### src/shared/pbslc_pkg.sv
// Package for the signaling registers and link counters: map, layouts, carriers
package pbslc_pkg;
    // Register indices on the processor port
    localparam logic [4:0] PBSLC_OFS_TX = 5'h03;
    localparam logic [4:0] PBSLC_OFS_LEN = 5'h04;
    localparam logic [4:0] PBSLC_OFS_LIM = 5'h05;
    localparam logic [4:0] PBSLC_OFS_RX = 5'h16;
    localparam logic [4:0] PBSLC_OFS_EVT = 5'h17;
    localparam logic [4:0] PBSLC_OFS_BAD = 5'h18;
    localparam logic [4:0] PBSLC_OFS_IDLE = 5'h19;
    localparam logic [4:0] PBSLC_OFS_LEC = 5'h1A;
    localparam logic [4:0] PBSLC_OFS_MASK = 5'h1C;
    localparam logic [4:0] PBSLC_OFS_CTLA = 5'h1D;
    // Event register bit positions
    localparam int PBSLC_EV_INVALID = 15;
    localparam int PBSLC_EV_LINK = 13;
    localparam int PBSLC_EV_IDLE = 12;
    localparam int PBSLC_EV_BAD = 11;
    // Control register a: 1 selects count event on overflow only; an idle minimum drop still raises its event
    localparam int PBSLC_CTL_BAD_SEL = 0;
    localparam int PBSLC_CTL_IDLE_SEL = 1;
    // Values after reset or clear, and the occurrence count saturation value
    localparam logic [15:0] PBSLC_RST_16 = 16'h0000;
    localparam logic [2:0] PBSLC_IDLE_MIN_RST = 3'h7;
    localparam logic [3:0] PBSLC_OCC_RST = 4'h0;
    localparam logic [3:0] PBSLC_OCC_MAX = 4'hF;
    // Idle pair minimum, binary count to field code
    localparam logic [2:0] PBSLC_MIN_CODE [8] = '{3'h0, 3'h1, 3'h3, 3'h2,
                                                  3'h6, 3'h7, 3'h5, 3'h4};
    // Occurrence count (index = count - 1) to field code
    localparam logic [3:0] PBSLC_OCC_CODE [16] = '{4'h0, 4'h8, 4'hC, 4'h4,
                                                   4'h5, 4'h7, 4'hF, 4'hE,
                                                   4'hA, 4'h2, 4'h3, 4'h1,
                                                   4'h9, 4'hD, 4'h6, 4'hB};

    typedef enum logic [1:0] {
        PBSLC_SIG_IDLE = 2'b01,
        PBSLC_SIG_SEND = 2'b10
    } pbslc_sig_t;

    // Processor request
    typedef struct packed {
        logic [4:0] addr;
        logic [15:0] wdata;
        logic wr;
        logic rd;
    } pbslc_bus_t;

    // Line side inputs
    typedef struct packed {
        logic bit_tick;
        logic rx_halt;
        logic viol;
        logic gap_seen;
        logic [2:0] gap_pairs;
        logic link_err;
    } pbslc_line_t;

    // Whole state of the block
    typedef struct packed {
        pbslc_sig_t st;
        logic [15:0] tx;
        logic [3:0] len;
        logic [3:0] idx;
        logic [15:0] rx;
        logic [7:0] lim;
        logic [7:0] bad;
        logic [2:0] imin;
        logic [3:0] iocc;
        logic [7:0] lec;
        logic [15:0] ev;
        logic [15:0] mask;
        logic [1:0] ctl;
        logic [15:0] rdata;
        logic irq;
        logic tx_halt;
        logic tx_master;
    } pbslc_state_t;
endpackage : pbslc_pkg

### src/hdl/pbslc_core.sv
// Bit signaling registers, link event counters, event and mask registers
// Overview of operation
// - Transmit-side writes while signaling: dropped, flagged
// - Reset clears transmit vector and length
// - One sends Halt, zero sends Master
// - Bits go out from bit 0 upward
// - Writing transmit vector starts signaling
// - Length upper bits ignored, read zero
// - Length field is bit count minus one
// - Received bit n captured into position n
// - Violation counter 8 bits, wraps, read-clear
// - Violation event per increment or overflow
// - Violation symbols from decoder increment counter
// - Idle monitor read-clear, upper bits zero
// - Track minimum idle pairs, event on drop
// - Minimum idle pairs use coded field
// - Occurrence count saturates at sixteen, event select
// - Occurrence count uses coded sequence
// - Link error counter 8 bits, wraps, read-clear
// - Link event when count equals limit
// - Limit register low byte, reset clear
// - Mask gates each event onto interrupt
// - Event register read-clear, reset clear
// - Event bits 15, 13, 12, 11
//
// Design decision made here: the plain strobed port.
`timescale 1ns/1ps
module pbslc_core
    import pbslc_pkg::*;
#(
    parameter int ADDR_W = 5
) (
    input wire logic sys_clk,
    input wire logic rst_b,
    input wire pbslc_bus_t bus_req,
    output logic [15:0] rdata,
    input wire pbslc_line_t line_in,
    output logic tx_ls_halt,
    output logic tx_ls_master,
    output logic sig_active,
    output logic irq
);
    // The map is decoded on five index bits
    if (ADDR_W != 5) begin : g_chk
        $error("pbslc_core: ADDR_W must be 5");
    end

    pbslc_state_t s_r;
    pbslc_state_t s_nxt;

    logic wr_tx;
    logic wr_len;
    logic rd_bad;
    logic rd_idle;
    logic rd_lec;
    logic rd_evt;
    logic busy;
    logic bad_wrap;
    logic [7:0] bad_inc;
    logic [7:0] lec_inc;
    logic [15:0] new_ev;
    logic [15:0] rd_mux;

    // Access decode
    assign busy = (s_r.st == PBSLC_SIG_SEND);
    assign wr_tx = bus_req.wr && bus_req.addr == PBSLC_OFS_TX;
    assign wr_len = bus_req.wr && bus_req.addr == PBSLC_OFS_LEN;
    assign rd_bad = bus_req.rd && bus_req.addr == PBSLC_OFS_BAD;
    assign rd_idle = bus_req.rd && bus_req.addr == PBSLC_OFS_IDLE;
    assign rd_lec = bus_req.rd && bus_req.addr == PBSLC_OFS_LEC;
    assign rd_evt = bus_req.rd && bus_req.addr == PBSLC_OFS_EVT;
    assign bad_inc = s_r.bad + 8'h01;
    assign lec_inc = s_r.lec + 8'h01;
    assign bad_wrap = (s_r.bad == 8'hFF);

    // Read data mux; unmapped indices read zero
    always_comb begin
        case (bus_req.addr)
            PBSLC_OFS_TX: rd_mux = s_r.tx;
            PBSLC_OFS_LEN: rd_mux = {12'h000, s_r.len};
            PBSLC_OFS_LIM: rd_mux = {8'h00, s_r.lim};
            PBSLC_OFS_RX: rd_mux = s_r.rx;
            PBSLC_OFS_EVT: rd_mux = s_r.ev;
            PBSLC_OFS_BAD: rd_mux = {8'h00, s_r.bad};
            PBSLC_OFS_IDLE: rd_mux = {9'h000, PBSLC_MIN_CODE[s_r.imin],
                                      PBSLC_OCC_CODE[s_r.iocc]};
            PBSLC_OFS_LEC: rd_mux = {8'h00, s_r.lec};
            PBSLC_OFS_MASK: rd_mux = s_r.mask;
            PBSLC_OFS_CTLA: rd_mux = {14'h0000, s_r.ctl};
            default: rd_mux = PBSLC_RST_16;
        endcase
    end

    // Next state: one pass over every function of the block
    always_comb begin
        s_nxt = s_r;
        new_ev = PBSLC_RST_16;
        // Read data stands for the one cycle after the strobe
        s_nxt.rdata = bus_req.rd ? rd_mux : PBSLC_RST_16;

        // Transmit vector and length, locked while signaling
        if (wr_tx || wr_len) begin
            if (busy) begin
                new_ev[PBSLC_EV_INVALID] = 1'b1;
            end else if (wr_tx) begin
                s_nxt.tx = bus_req.wdata;
                s_nxt.st = PBSLC_SIG_SEND;
                s_nxt.idx = 4'h0;
                s_nxt.rx = PBSLC_RST_16;
            end else begin
                s_nxt.len = bus_req.wdata[3:0];
            end
        end
        // Writes to read-only registers are also invalid accesses
        if (bus_req.wr && (bus_req.addr == PBSLC_OFS_RX || bus_req.addr == PBSLC_OFS_EVT
                || bus_req.addr == PBSLC_OFS_BAD || bus_req.addr == PBSLC_OFS_IDLE
                || bus_req.addr == PBSLC_OFS_LEC)) begin
            new_ev[PBSLC_EV_INVALID] = 1'b1;
        end
        if (bus_req.wr && bus_req.addr == PBSLC_OFS_LIM) begin
            s_nxt.lim = bus_req.wdata[7:0];
        end
        if (bus_req.wr && bus_req.addr == PBSLC_OFS_MASK) begin
            s_nxt.mask = bus_req.wdata;
        end
        if (bus_req.wr && bus_req.addr == PBSLC_OFS_CTLA) begin
            s_nxt.ctl = bus_req.wdata[1:0];
        end

        // Bit signaling: one bit per tick from the bit timer
        case (s_r.st)
            PBSLC_SIG_IDLE: begin
            end
            PBSLC_SIG_SEND: begin
                if (line_in.bit_tick) begin
                    s_nxt.rx[s_r.idx] = line_in.rx_halt;
                    if (s_r.idx == s_r.len) begin
                        s_nxt.st = PBSLC_SIG_IDLE;
                    end else begin
                        s_nxt.idx = s_r.idx + 4'h1;
                    end
                end
            end
            default: s_nxt.st = PBSLC_SIG_IDLE;
        endcase
        // Line state request follows the current bit
        s_nxt.tx_halt = (s_nxt.st == PBSLC_SIG_SEND) && s_nxt.tx[s_nxt.idx];
        s_nxt.tx_master = (s_nxt.st == PBSLC_SIG_SEND) && !s_nxt.tx[s_nxt.idx];

        // Violation counter; a count arriving with the read is kept
        if (rd_bad) begin
            s_nxt.bad = line_in.viol ? 8'h01 : 8'h00;
        end else if (line_in.viol) begin
            s_nxt.bad = bad_inc;
        end
        if (line_in.viol && (!s_r.ctl[PBSLC_CTL_BAD_SEL] || (bad_wrap && !rd_bad))) begin
            new_ev[PBSLC_EV_BAD] = 1'b1;
        end

        // Idle gap monitor: minimum and how often it was seen
        if (rd_idle) begin
            s_nxt.imin = PBSLC_IDLE_MIN_RST;
            s_nxt.iocc = PBSLC_OCC_RST;
        end
        if (line_in.gap_seen) begin
            if (line_in.gap_pairs < s_nxt.imin) begin
                s_nxt.imin = line_in.gap_pairs;
                s_nxt.iocc = PBSLC_OCC_RST;
                new_ev[PBSLC_EV_IDLE] = 1'b1;
            end else if (line_in.gap_pairs == s_nxt.imin && s_nxt.iocc != PBSLC_OCC_MAX) begin
                s_nxt.iocc = s_nxt.iocc + 4'h1;
                if (!s_r.ctl[PBSLC_CTL_IDLE_SEL] || s_nxt.iocc == PBSLC_OCC_MAX) begin
                    new_ev[PBSLC_EV_IDLE] = 1'b1;
                end
            end
        end

        // Link error counter and threshold compare on the new value
        if (rd_lec) begin
            s_nxt.lec = line_in.link_err ? 8'h01 : 8'h00;
        end else if (line_in.link_err) begin
            s_nxt.lec = lec_inc;
        end
        if (line_in.link_err && s_nxt.lec == s_r.lim) begin
            new_ev[PBSLC_EV_LINK] = 1'b1;
        end

        // Events: read clears, a new event in the same cycle survives
        s_nxt.ev = (rd_evt ? PBSLC_RST_16 : s_r.ev) | new_ev;
        // Interrupt taken from the next event and mask values
        s_nxt.irq = |(s_nxt.ev & s_nxt.mask);
    end

    // State register; reset clears all but the signaling state, which goes idle, and the idle minimum, which restarts at seven
    always_ff @(posedge sys_clk or negedge rst_b) begin
        if (!rst_b) begin
            s_r <= '0;
            s_r.st <= PBSLC_SIG_IDLE;
            s_r.imin <= PBSLC_IDLE_MIN_RST;
        end else begin
            s_r <= s_nxt;
        end
    end

    assign rdata = s_r.rdata;
    assign tx_ls_halt = s_r.tx_halt;
    assign tx_ls_master = s_r.tx_master;
    assign sig_active = s_r.st[1]; // One-hot send bit, no decode after the flop
    assign irq = s_r.irq;

    // Checks beside the logic
    property p_busy_drop;
        @(posedge sys_clk) disable iff (!rst_b)
        (bus_req.wr && bus_req.addr == PBSLC_OFS_TX && busy)
            |=> $stable(s_r.tx) && s_r.ev[PBSLC_EV_INVALID];
    endproperty
    a_busy_drop: assert property (p_busy_drop) else $error("busy write not dropped");

    property p_start;
        @(posedge sys_clk) disable iff (!rst_b)
        (wr_tx && !busy) |=> sig_active && s_r.idx == 4'h0 && s_r.tx == $past(bus_req.wdata);
    endproperty
    a_start: assert property (p_start) else $error("write did not start signaling");

    property p_line_map;
        @(posedge sys_clk) disable iff (!rst_b)
        busy |-> tx_ls_halt == s_r.tx[s_r.idx] && tx_ls_master == !s_r.tx[s_r.idx];
    endproperty
    a_line_map: assert property (p_line_map) else $error("line state mismatch");

    property p_capture;
        @(posedge sys_clk) disable iff (!rst_b)
        (busy && line_in.bit_tick) |=> s_r.rx[$past(s_r.idx)] == $past(line_in.rx_halt);
    endproperty
    a_capture: assert property (p_capture) else $error("receive bit not captured");

    property p_end;
        @(posedge sys_clk) disable iff (!rst_b)
        (busy && line_in.bit_tick && s_r.idx == s_r.len) |=> !sig_active ##1 !tx_ls_halt;
    endproperty
    a_end: assert property (p_end) else $error("signaling did not end");

    property p_len_read;
        @(posedge sys_clk) disable iff (!rst_b)
        (bus_req.rd && bus_req.addr == PBSLC_OFS_LEN) |=> rdata[15:4] == 12'h000;
    endproperty
    a_len_read: assert property (p_len_read) else $error("length upper bits set");

    property p_bad_count;
        @(posedge sys_clk) disable iff (!rst_b)
        (line_in.viol && !rd_bad) |=> s_r.bad == 8'($past(s_r.bad) + 8'h01);
    endproperty
    a_bad_count: assert property (p_bad_count) else $error("violation count wrong");

    property p_link_hit;
        @(posedge sys_clk) disable iff (!rst_b)
        (line_in.link_err && !rd_lec && lec_inc == s_r.lim) |=> s_r.ev[PBSLC_EV_LINK];
    endproperty
    a_link_hit: assert property (p_link_hit) else $error("link event missed");

    property p_min_drop;
        @(posedge sys_clk) disable iff (!rst_b)
        (line_in.gap_seen && !rd_idle && line_in.gap_pairs < s_r.imin)
            |=> s_r.imin == $past(line_in.gap_pairs) && s_r.ev[PBSLC_EV_IDLE];
    endproperty
    a_min_drop: assert property (p_min_drop) else $error("idle minimum not tracked");

    property p_evt_clear;
        @(posedge sys_clk) disable iff (!rst_b)
        (rd_evt && new_ev == PBSLC_RST_16) |=> s_r.ev == PBSLC_RST_16 && !irq;
    endproperty
    a_evt_clear: assert property (p_evt_clear) else $error("event register not cleared");

    property p_irq;
        @(posedge sys_clk) disable iff (!rst_b)
        $rose(irq) |-> (s_r.ev & s_r.mask) != PBSLC_RST_16;
    endproperty
    a_irq: assert property (p_irq) else $error("interrupt without masked event");

    property p_len_drop;
        @(posedge sys_clk) disable iff (!rst_b)
        (wr_len && busy) |=> $stable(s_r.len) && s_r.ev[PBSLC_EV_INVALID];
    endproperty
    a_len_drop: assert property (p_len_drop) else $error("length write not dropped");

    property p_idx_step;
        @(posedge sys_clk) disable iff (!rst_b)
        (busy && line_in.bit_tick && s_r.idx != s_r.len)
            |=> sig_active && s_r.idx == 4'($past(s_r.idx) + 4'h1);
    endproperty
    a_idx_step: assert property (p_idx_step) else $error("bit index did not advance");

    property p_idx_bound;
        @(posedge sys_clk) disable iff (!rst_b)
        busy |-> s_r.idx <= s_r.len;
    endproperty
    a_idx_bound: assert property (p_idx_bound) else $error("bit index past length");

    property p_bad_quiet;
        @(posedge sys_clk) disable iff (!rst_b)
        (line_in.viol && s_r.ctl[PBSLC_CTL_BAD_SEL] && !bad_wrap)
            |=> !s_r.ev[PBSLC_EV_BAD] || $past(s_r.ev[PBSLC_EV_BAD]);
    endproperty
    a_bad_quiet: assert property (p_bad_quiet) else $error("violation event before wrap");

    property p_bad_every;
        @(posedge sys_clk) disable iff (!rst_b)
        (line_in.viol && !s_r.ctl[PBSLC_CTL_BAD_SEL]) |=> s_r.ev[PBSLC_EV_BAD];
    endproperty
    a_bad_every: assert property (p_bad_every) else $error("violation event missed");

    property p_bad_clear;
        @(posedge sys_clk) disable iff (!rst_b)
        (rd_bad && !line_in.viol) |=> s_r.bad == 8'h00;
    endproperty
    a_bad_clear: assert property (p_bad_clear) else $error("violation count not cleared");

    property p_idle_clear;
        @(posedge sys_clk) disable iff (!rst_b)
        (rd_idle && !line_in.gap_seen)
            |=> s_r.imin == PBSLC_IDLE_MIN_RST && s_r.iocc == PBSLC_OCC_RST;
    endproperty
    a_idle_clear: assert property (p_idle_clear) else $error("idle monitor not cleared");

    property p_occ_sat;
        @(posedge sys_clk) disable iff (!rst_b)
        (line_in.gap_seen && !rd_idle && line_in.gap_pairs == s_r.imin
            && s_r.iocc == PBSLC_OCC_MAX)
            |=> s_r.iocc == PBSLC_OCC_MAX;
    endproperty
    a_occ_sat: assert property (p_occ_sat) else $error("occurrence count left sixteen");

    property p_occ_step;
        @(posedge sys_clk) disable iff (!rst_b)
        (line_in.gap_seen && !rd_idle && line_in.gap_pairs == s_r.imin
            && s_r.iocc != PBSLC_OCC_MAX)
            |=> s_r.iocc == 4'($past(s_r.iocc) + 4'h1);
    endproperty
    a_occ_step: assert property (p_occ_step) else $error("occurrence count wrong");

    property p_lec_count;
        @(posedge sys_clk) disable iff (!rst_b)
        (line_in.link_err && !rd_lec) |=> s_r.lec == 8'($past(s_r.lec) + 8'h01);
    endproperty
    a_lec_count: assert property (p_lec_count) else $error("link error count wrong");

    property p_lim_write;
        @(posedge sys_clk) disable iff (!rst_b)
        (bus_req.wr && bus_req.addr == PBSLC_OFS_LIM)
            |=> s_r.lim == $past(bus_req.wdata[7:0]);
    endproperty
    a_lim_write: assert property (p_lim_write) else $error("limit not written");

    property p_evt_keep;
        @(posedge sys_clk) disable iff (!rst_b)
        !rd_evt |=> (s_r.ev & $past(s_r.ev)) == $past(s_r.ev);
    endproperty
    a_evt_keep: assert property (p_evt_keep) else $error("event lost without read");

    property p_ls_idle;
        @(posedge sys_clk) disable iff (!rst_b)
        !busy |-> !tx_ls_halt && !tx_ls_master;
    endproperty
    a_ls_idle: assert property (p_ls_idle) else $error("line state while idle");
endmodule : pbslc_core

### config.mk
export PLATFORM = sky130hd
export DESIGN_NAME = pbslc_core
export DESIGN_NICKNAME = d
export VERILOG_FILES = /design/src/shared/pbslc_pkg.sv /design/src/hdl/pbslc_core.sv
export SDC_FILE = /design/constraint.sdc
export NUM_CORES = 1
export LEC_CHECK = 0
export ABC_AREA = 1
export BUFFER_PORTS_ARGS = -buffer_cell sky130_fd_sc_hd__buf_2
export CAP_MARGIN = 25
export CORE_ASPECT_RATIO = 1.75
export CORE_MARGIN = 1.5
export CORE_UTILIZATION = 40
export DETAILED_ROUTE_END_ITERATION = 16
export HOLD_SLACK_MARGIN = 0.06
export PLACE_DENSITY = 0.62
export SLEW_MARGIN = 5
export SYNTH_ARGS = -nofsm -noshare
export SYNTH_HDL_FRONTEND = slang
export SYNTH_SLANG_ARGS = --single-unit
### constraint.sdc
create_clock -name sys_clk -period 3.4 [get_ports sys_clk]
set_input_delay 0.34 -clock sys_clk [delete_from_list [all_inputs] [get_ports sys_clk]]
set_output_delay 0.34 -clock sys_clk [all_outputs]
set_load 0.005 [all_outputs]
==> results.tsv <==
metric	value	unit
outcome	finished clean	
DRT Pass-1 Iters	5	
hold buffers post-CTS	1	
peak fanout along the critical path	25	
vias in the first global route	5994	
Hold Vio Cnt, Final	0	
EDFF count, synth	0	
initial antenna violation count	1	
# fillers	1642	
leakage dissipation	3.99	nW
share of layout cells above drive strength 1	14.5	%
WL final	20.2	mm
maximum VDD drop	0.318	mV
skew final	0.00640	ns
top cells by area, synth	dfrtp_1 (45%), nand2_1 (11%), inv_1 (7.6%)	
commonest non-fill, non-tap cell in the layout	nand2_1	
die height	175	µm
setup violators final	0	
clk buf depth	2	
hold crit path type	in2reg	
mux cell area share after synthesis	0.166	%
Final Cycle Share	77.6	%
Pwr per Cell Area	666	nW/µm²
top_reg_cell synth	dfrtp_1	
Residual DRC	0	
Port Buf Inserts	52	
most frequent cells in the layout	nand2_1 (208), inv_1 (137), dfrtp_1 (122), o21ai_0 (84), nand3_1 (61)	
Data required, critical path	3.76	ns
overall power	5.22	mW
HPWL after DPL	15.7	mm
post-synthesis cell area	6800	µm²
total grt overflow	0	
Setup Total Neg Slack	0	ns
Post-Synth Simple-Gate Area	22.5	%
MaxCap Viol Count	0	
die width	102	µm
Initial Util	41.1	%
# Post-CTS Setup Buffers	0	
Synth Warn #	0	
Yosys cell types	47	
total number of vias	5851	
Routed Antenna Nets	0	
cells after synthesis	851	
Ant. Diodes	0	
Layout Nets	940	
Sink Count	126	
number of vias per cell	5.18	
Arr. time, crit path	3.00	ns
# IOs	53	
post-CTS sizing	0	
Async SR Flop Fraction	100	%
Syn Nets	898	
critical path capture point type	register	
num rows	62	
Final min period	2.64	ns
wire length per cell	17.9	µm
Area growth syn-to-layout	15.3	%
core area	16500	µm²
Setup WS post-layout	0.760	ns
full die area	17800	µm²
largest net degree at the start of global routing	77	
TritonCTS Buffers	17	
largest family of logic cells by synthesized area	simple AND/OR/NAND/NOR gates	
Adder-Cell Fraction of Synth Area	2.58	%
kind of critical path	reg2reg	
Post-Synth XOR/XNOR Area	1.62	%
Startpoint Class	register	
fin. max-slew vios	0	
CTS tree	built	
pre-CTS setup slack	0.744	ns
RD Place Congestion	0.932	
Clock transition at path regs	0.06	ns
Yosys top cell area share	44.9	%
#FFs+latches synth	126	
first-pass GRT wire length	31.9	mm
Seq/Total Area, Yosys	46.5	%
clk_lat worst skew	0.42	ns
area leader, netlist	dfrtp_1	
syn_area_per_cell	7.99	µm²
Slew HR	55.9	%
Worst Max-Slew Pin Slew	0.662	ns
Compound-Gate Fraction of Synth Area	15.1	%
GR Util All Layers	24.1	%
Iter 0 DRT Violations	386	
worst reg2reg setup slack	0.76	ns
FMAX	379	MHz
clock root buffer	clkbuf_16	
RSZ-0062 raised after global routing	false	
htree depth	4	
where the power goes:
| group | switching, mW | internal [mW] |
|---|---|---|
| Combinational | 0.723 | 0.378 |
| Sequential | 0.246 | 1.78 |
| Clock | 0.694 | 1.39 |
worst max-delay path: stages (launching register included):
cell and delay (ns):
dfstp_2 0.54, inv_1 0.05, ha_1 0.27, inv_2 0.15
nand4_4 0.41, o21ai_0 0.52, nand3_1 0.19, nand3_1 0.12
nand3_1 0.07, nand3_1 0.11, nand2_1 0.06, nor2_1 0.08
metrics by stage:
stage	instance area [µm²]	instances	hold slack (ns)	util [%]
floorplan	6800	851	0.0444	-
global placement	7150	1097	0.419	43.3
detailed placement	7150	1097	0.418	43.3
CTS	7840	1130	0.160	47.4
global route	7840	1130	0.176	47.4
finish	7840	1130	0.171	47.4
layer usage:
metal / global-route usage [%] / routed length [µm]
met1: 25.5 / 7630
met2: 42.8 / 10700
met3: 4.85 / 736
met4: 14.6 / 1180
met5: 0 / 11
cells in the mapped netlist (2+ instances only):
| cell | number |
|---|---|
| a211oi_1 | 2 |
| a21oi_1 | 25 |
| a221oi_1 | 19 |
| a31oi_1 | 5 |
| a41oi_1 | 2 |
| buf_2 | 7 |
| buf_4 | 16 |
| buf_6 | 5 |
| clkbuf_1 | 5 |
| dfrtp_1 | 122 |
| dfstp_2 | 4 |
| ha_1 | 14 |
| inv_1 | 137 |
| inv_2 | 8 |
| nand2_1 | 208 |
| nand2_2 | 5 |
| nand2_4 | 2 |
| nand3_1 | 61 |
| nand3_4 | 2 |
| nand4_1 | 6 |
| nor2_1 | 46 |
| nor2_2 | 5 |
| nor2_4 | 2 |
| nor3_1 | 6 |
| o2111ai_1 | 3 |
| o21ai_0 | 84 |
| o21ai_1 | 9 |
| o21ai_2 | 9 |
| o22ai_1 | 3 |
| o311ai_0 | 4 |
| xnor2_1 | 2 |
| xor2_1 | 8 |
layout make-up:
| type | count | area [µm²] | share of cell area [%] |
|---|---|---|---|
| flip-flops and latches | 126 | 3160 | 40.3 |
| clock buffers | 18 | 439 | 5.61 |
| inverters | 146 | 553 | 7.06 |
| repair buffers | 57 | 315 | 4.02 |
| multi-input cells | 545 | 2850 | 36.4 |
| clock inverters | 14 | 239 | 3.05 |
| well taps | 224 | 280 | 3.58 |
flip-flops by register name, indices dropped and copies added (netlist names):
signal and count:
tx_ls_halt 1, irq 1, s_r 106, sig_active 1, tx_ls_master 1, rdata 16
final timing paths:
path,startpoint,end,cells past startpoint
setup / recovery,s_r[124]$_DFF_PN1_,tx_ls_master$_DFF_PN0_,11
hold reg to reg,s_r[43]$_DFF_PN0_,s_r[43]$_DFF_PN0_,2
max in group asynchronous,rst_b,s_r[33]$_DFF_PN0_,3
hold / removal,bus_req[4],s_r[110]$_DFF_PN0_,3
min in group asynchronous,rst_b,s_r[53]$_DFF_PN0_,2
setup reg to reg,s_r[124]$_DFF_PN1_,tx_ls_master$_DFF_PN0_,11
logic make-up (layout without fill, tap and decap cells):
kind of cell | count (synthesis) | after routing
adders and majority gates | 14 | 14
AOI/OAI and AO/OA | 170 | 170
buffers and inverters | 180 | 235
xor gates and xnor gates | 11 | 11
muxes | 1 | 1
and+or+nand+nor | 349 | 349
DFF | 126 | 126
(Power assumes the default switching activity.)
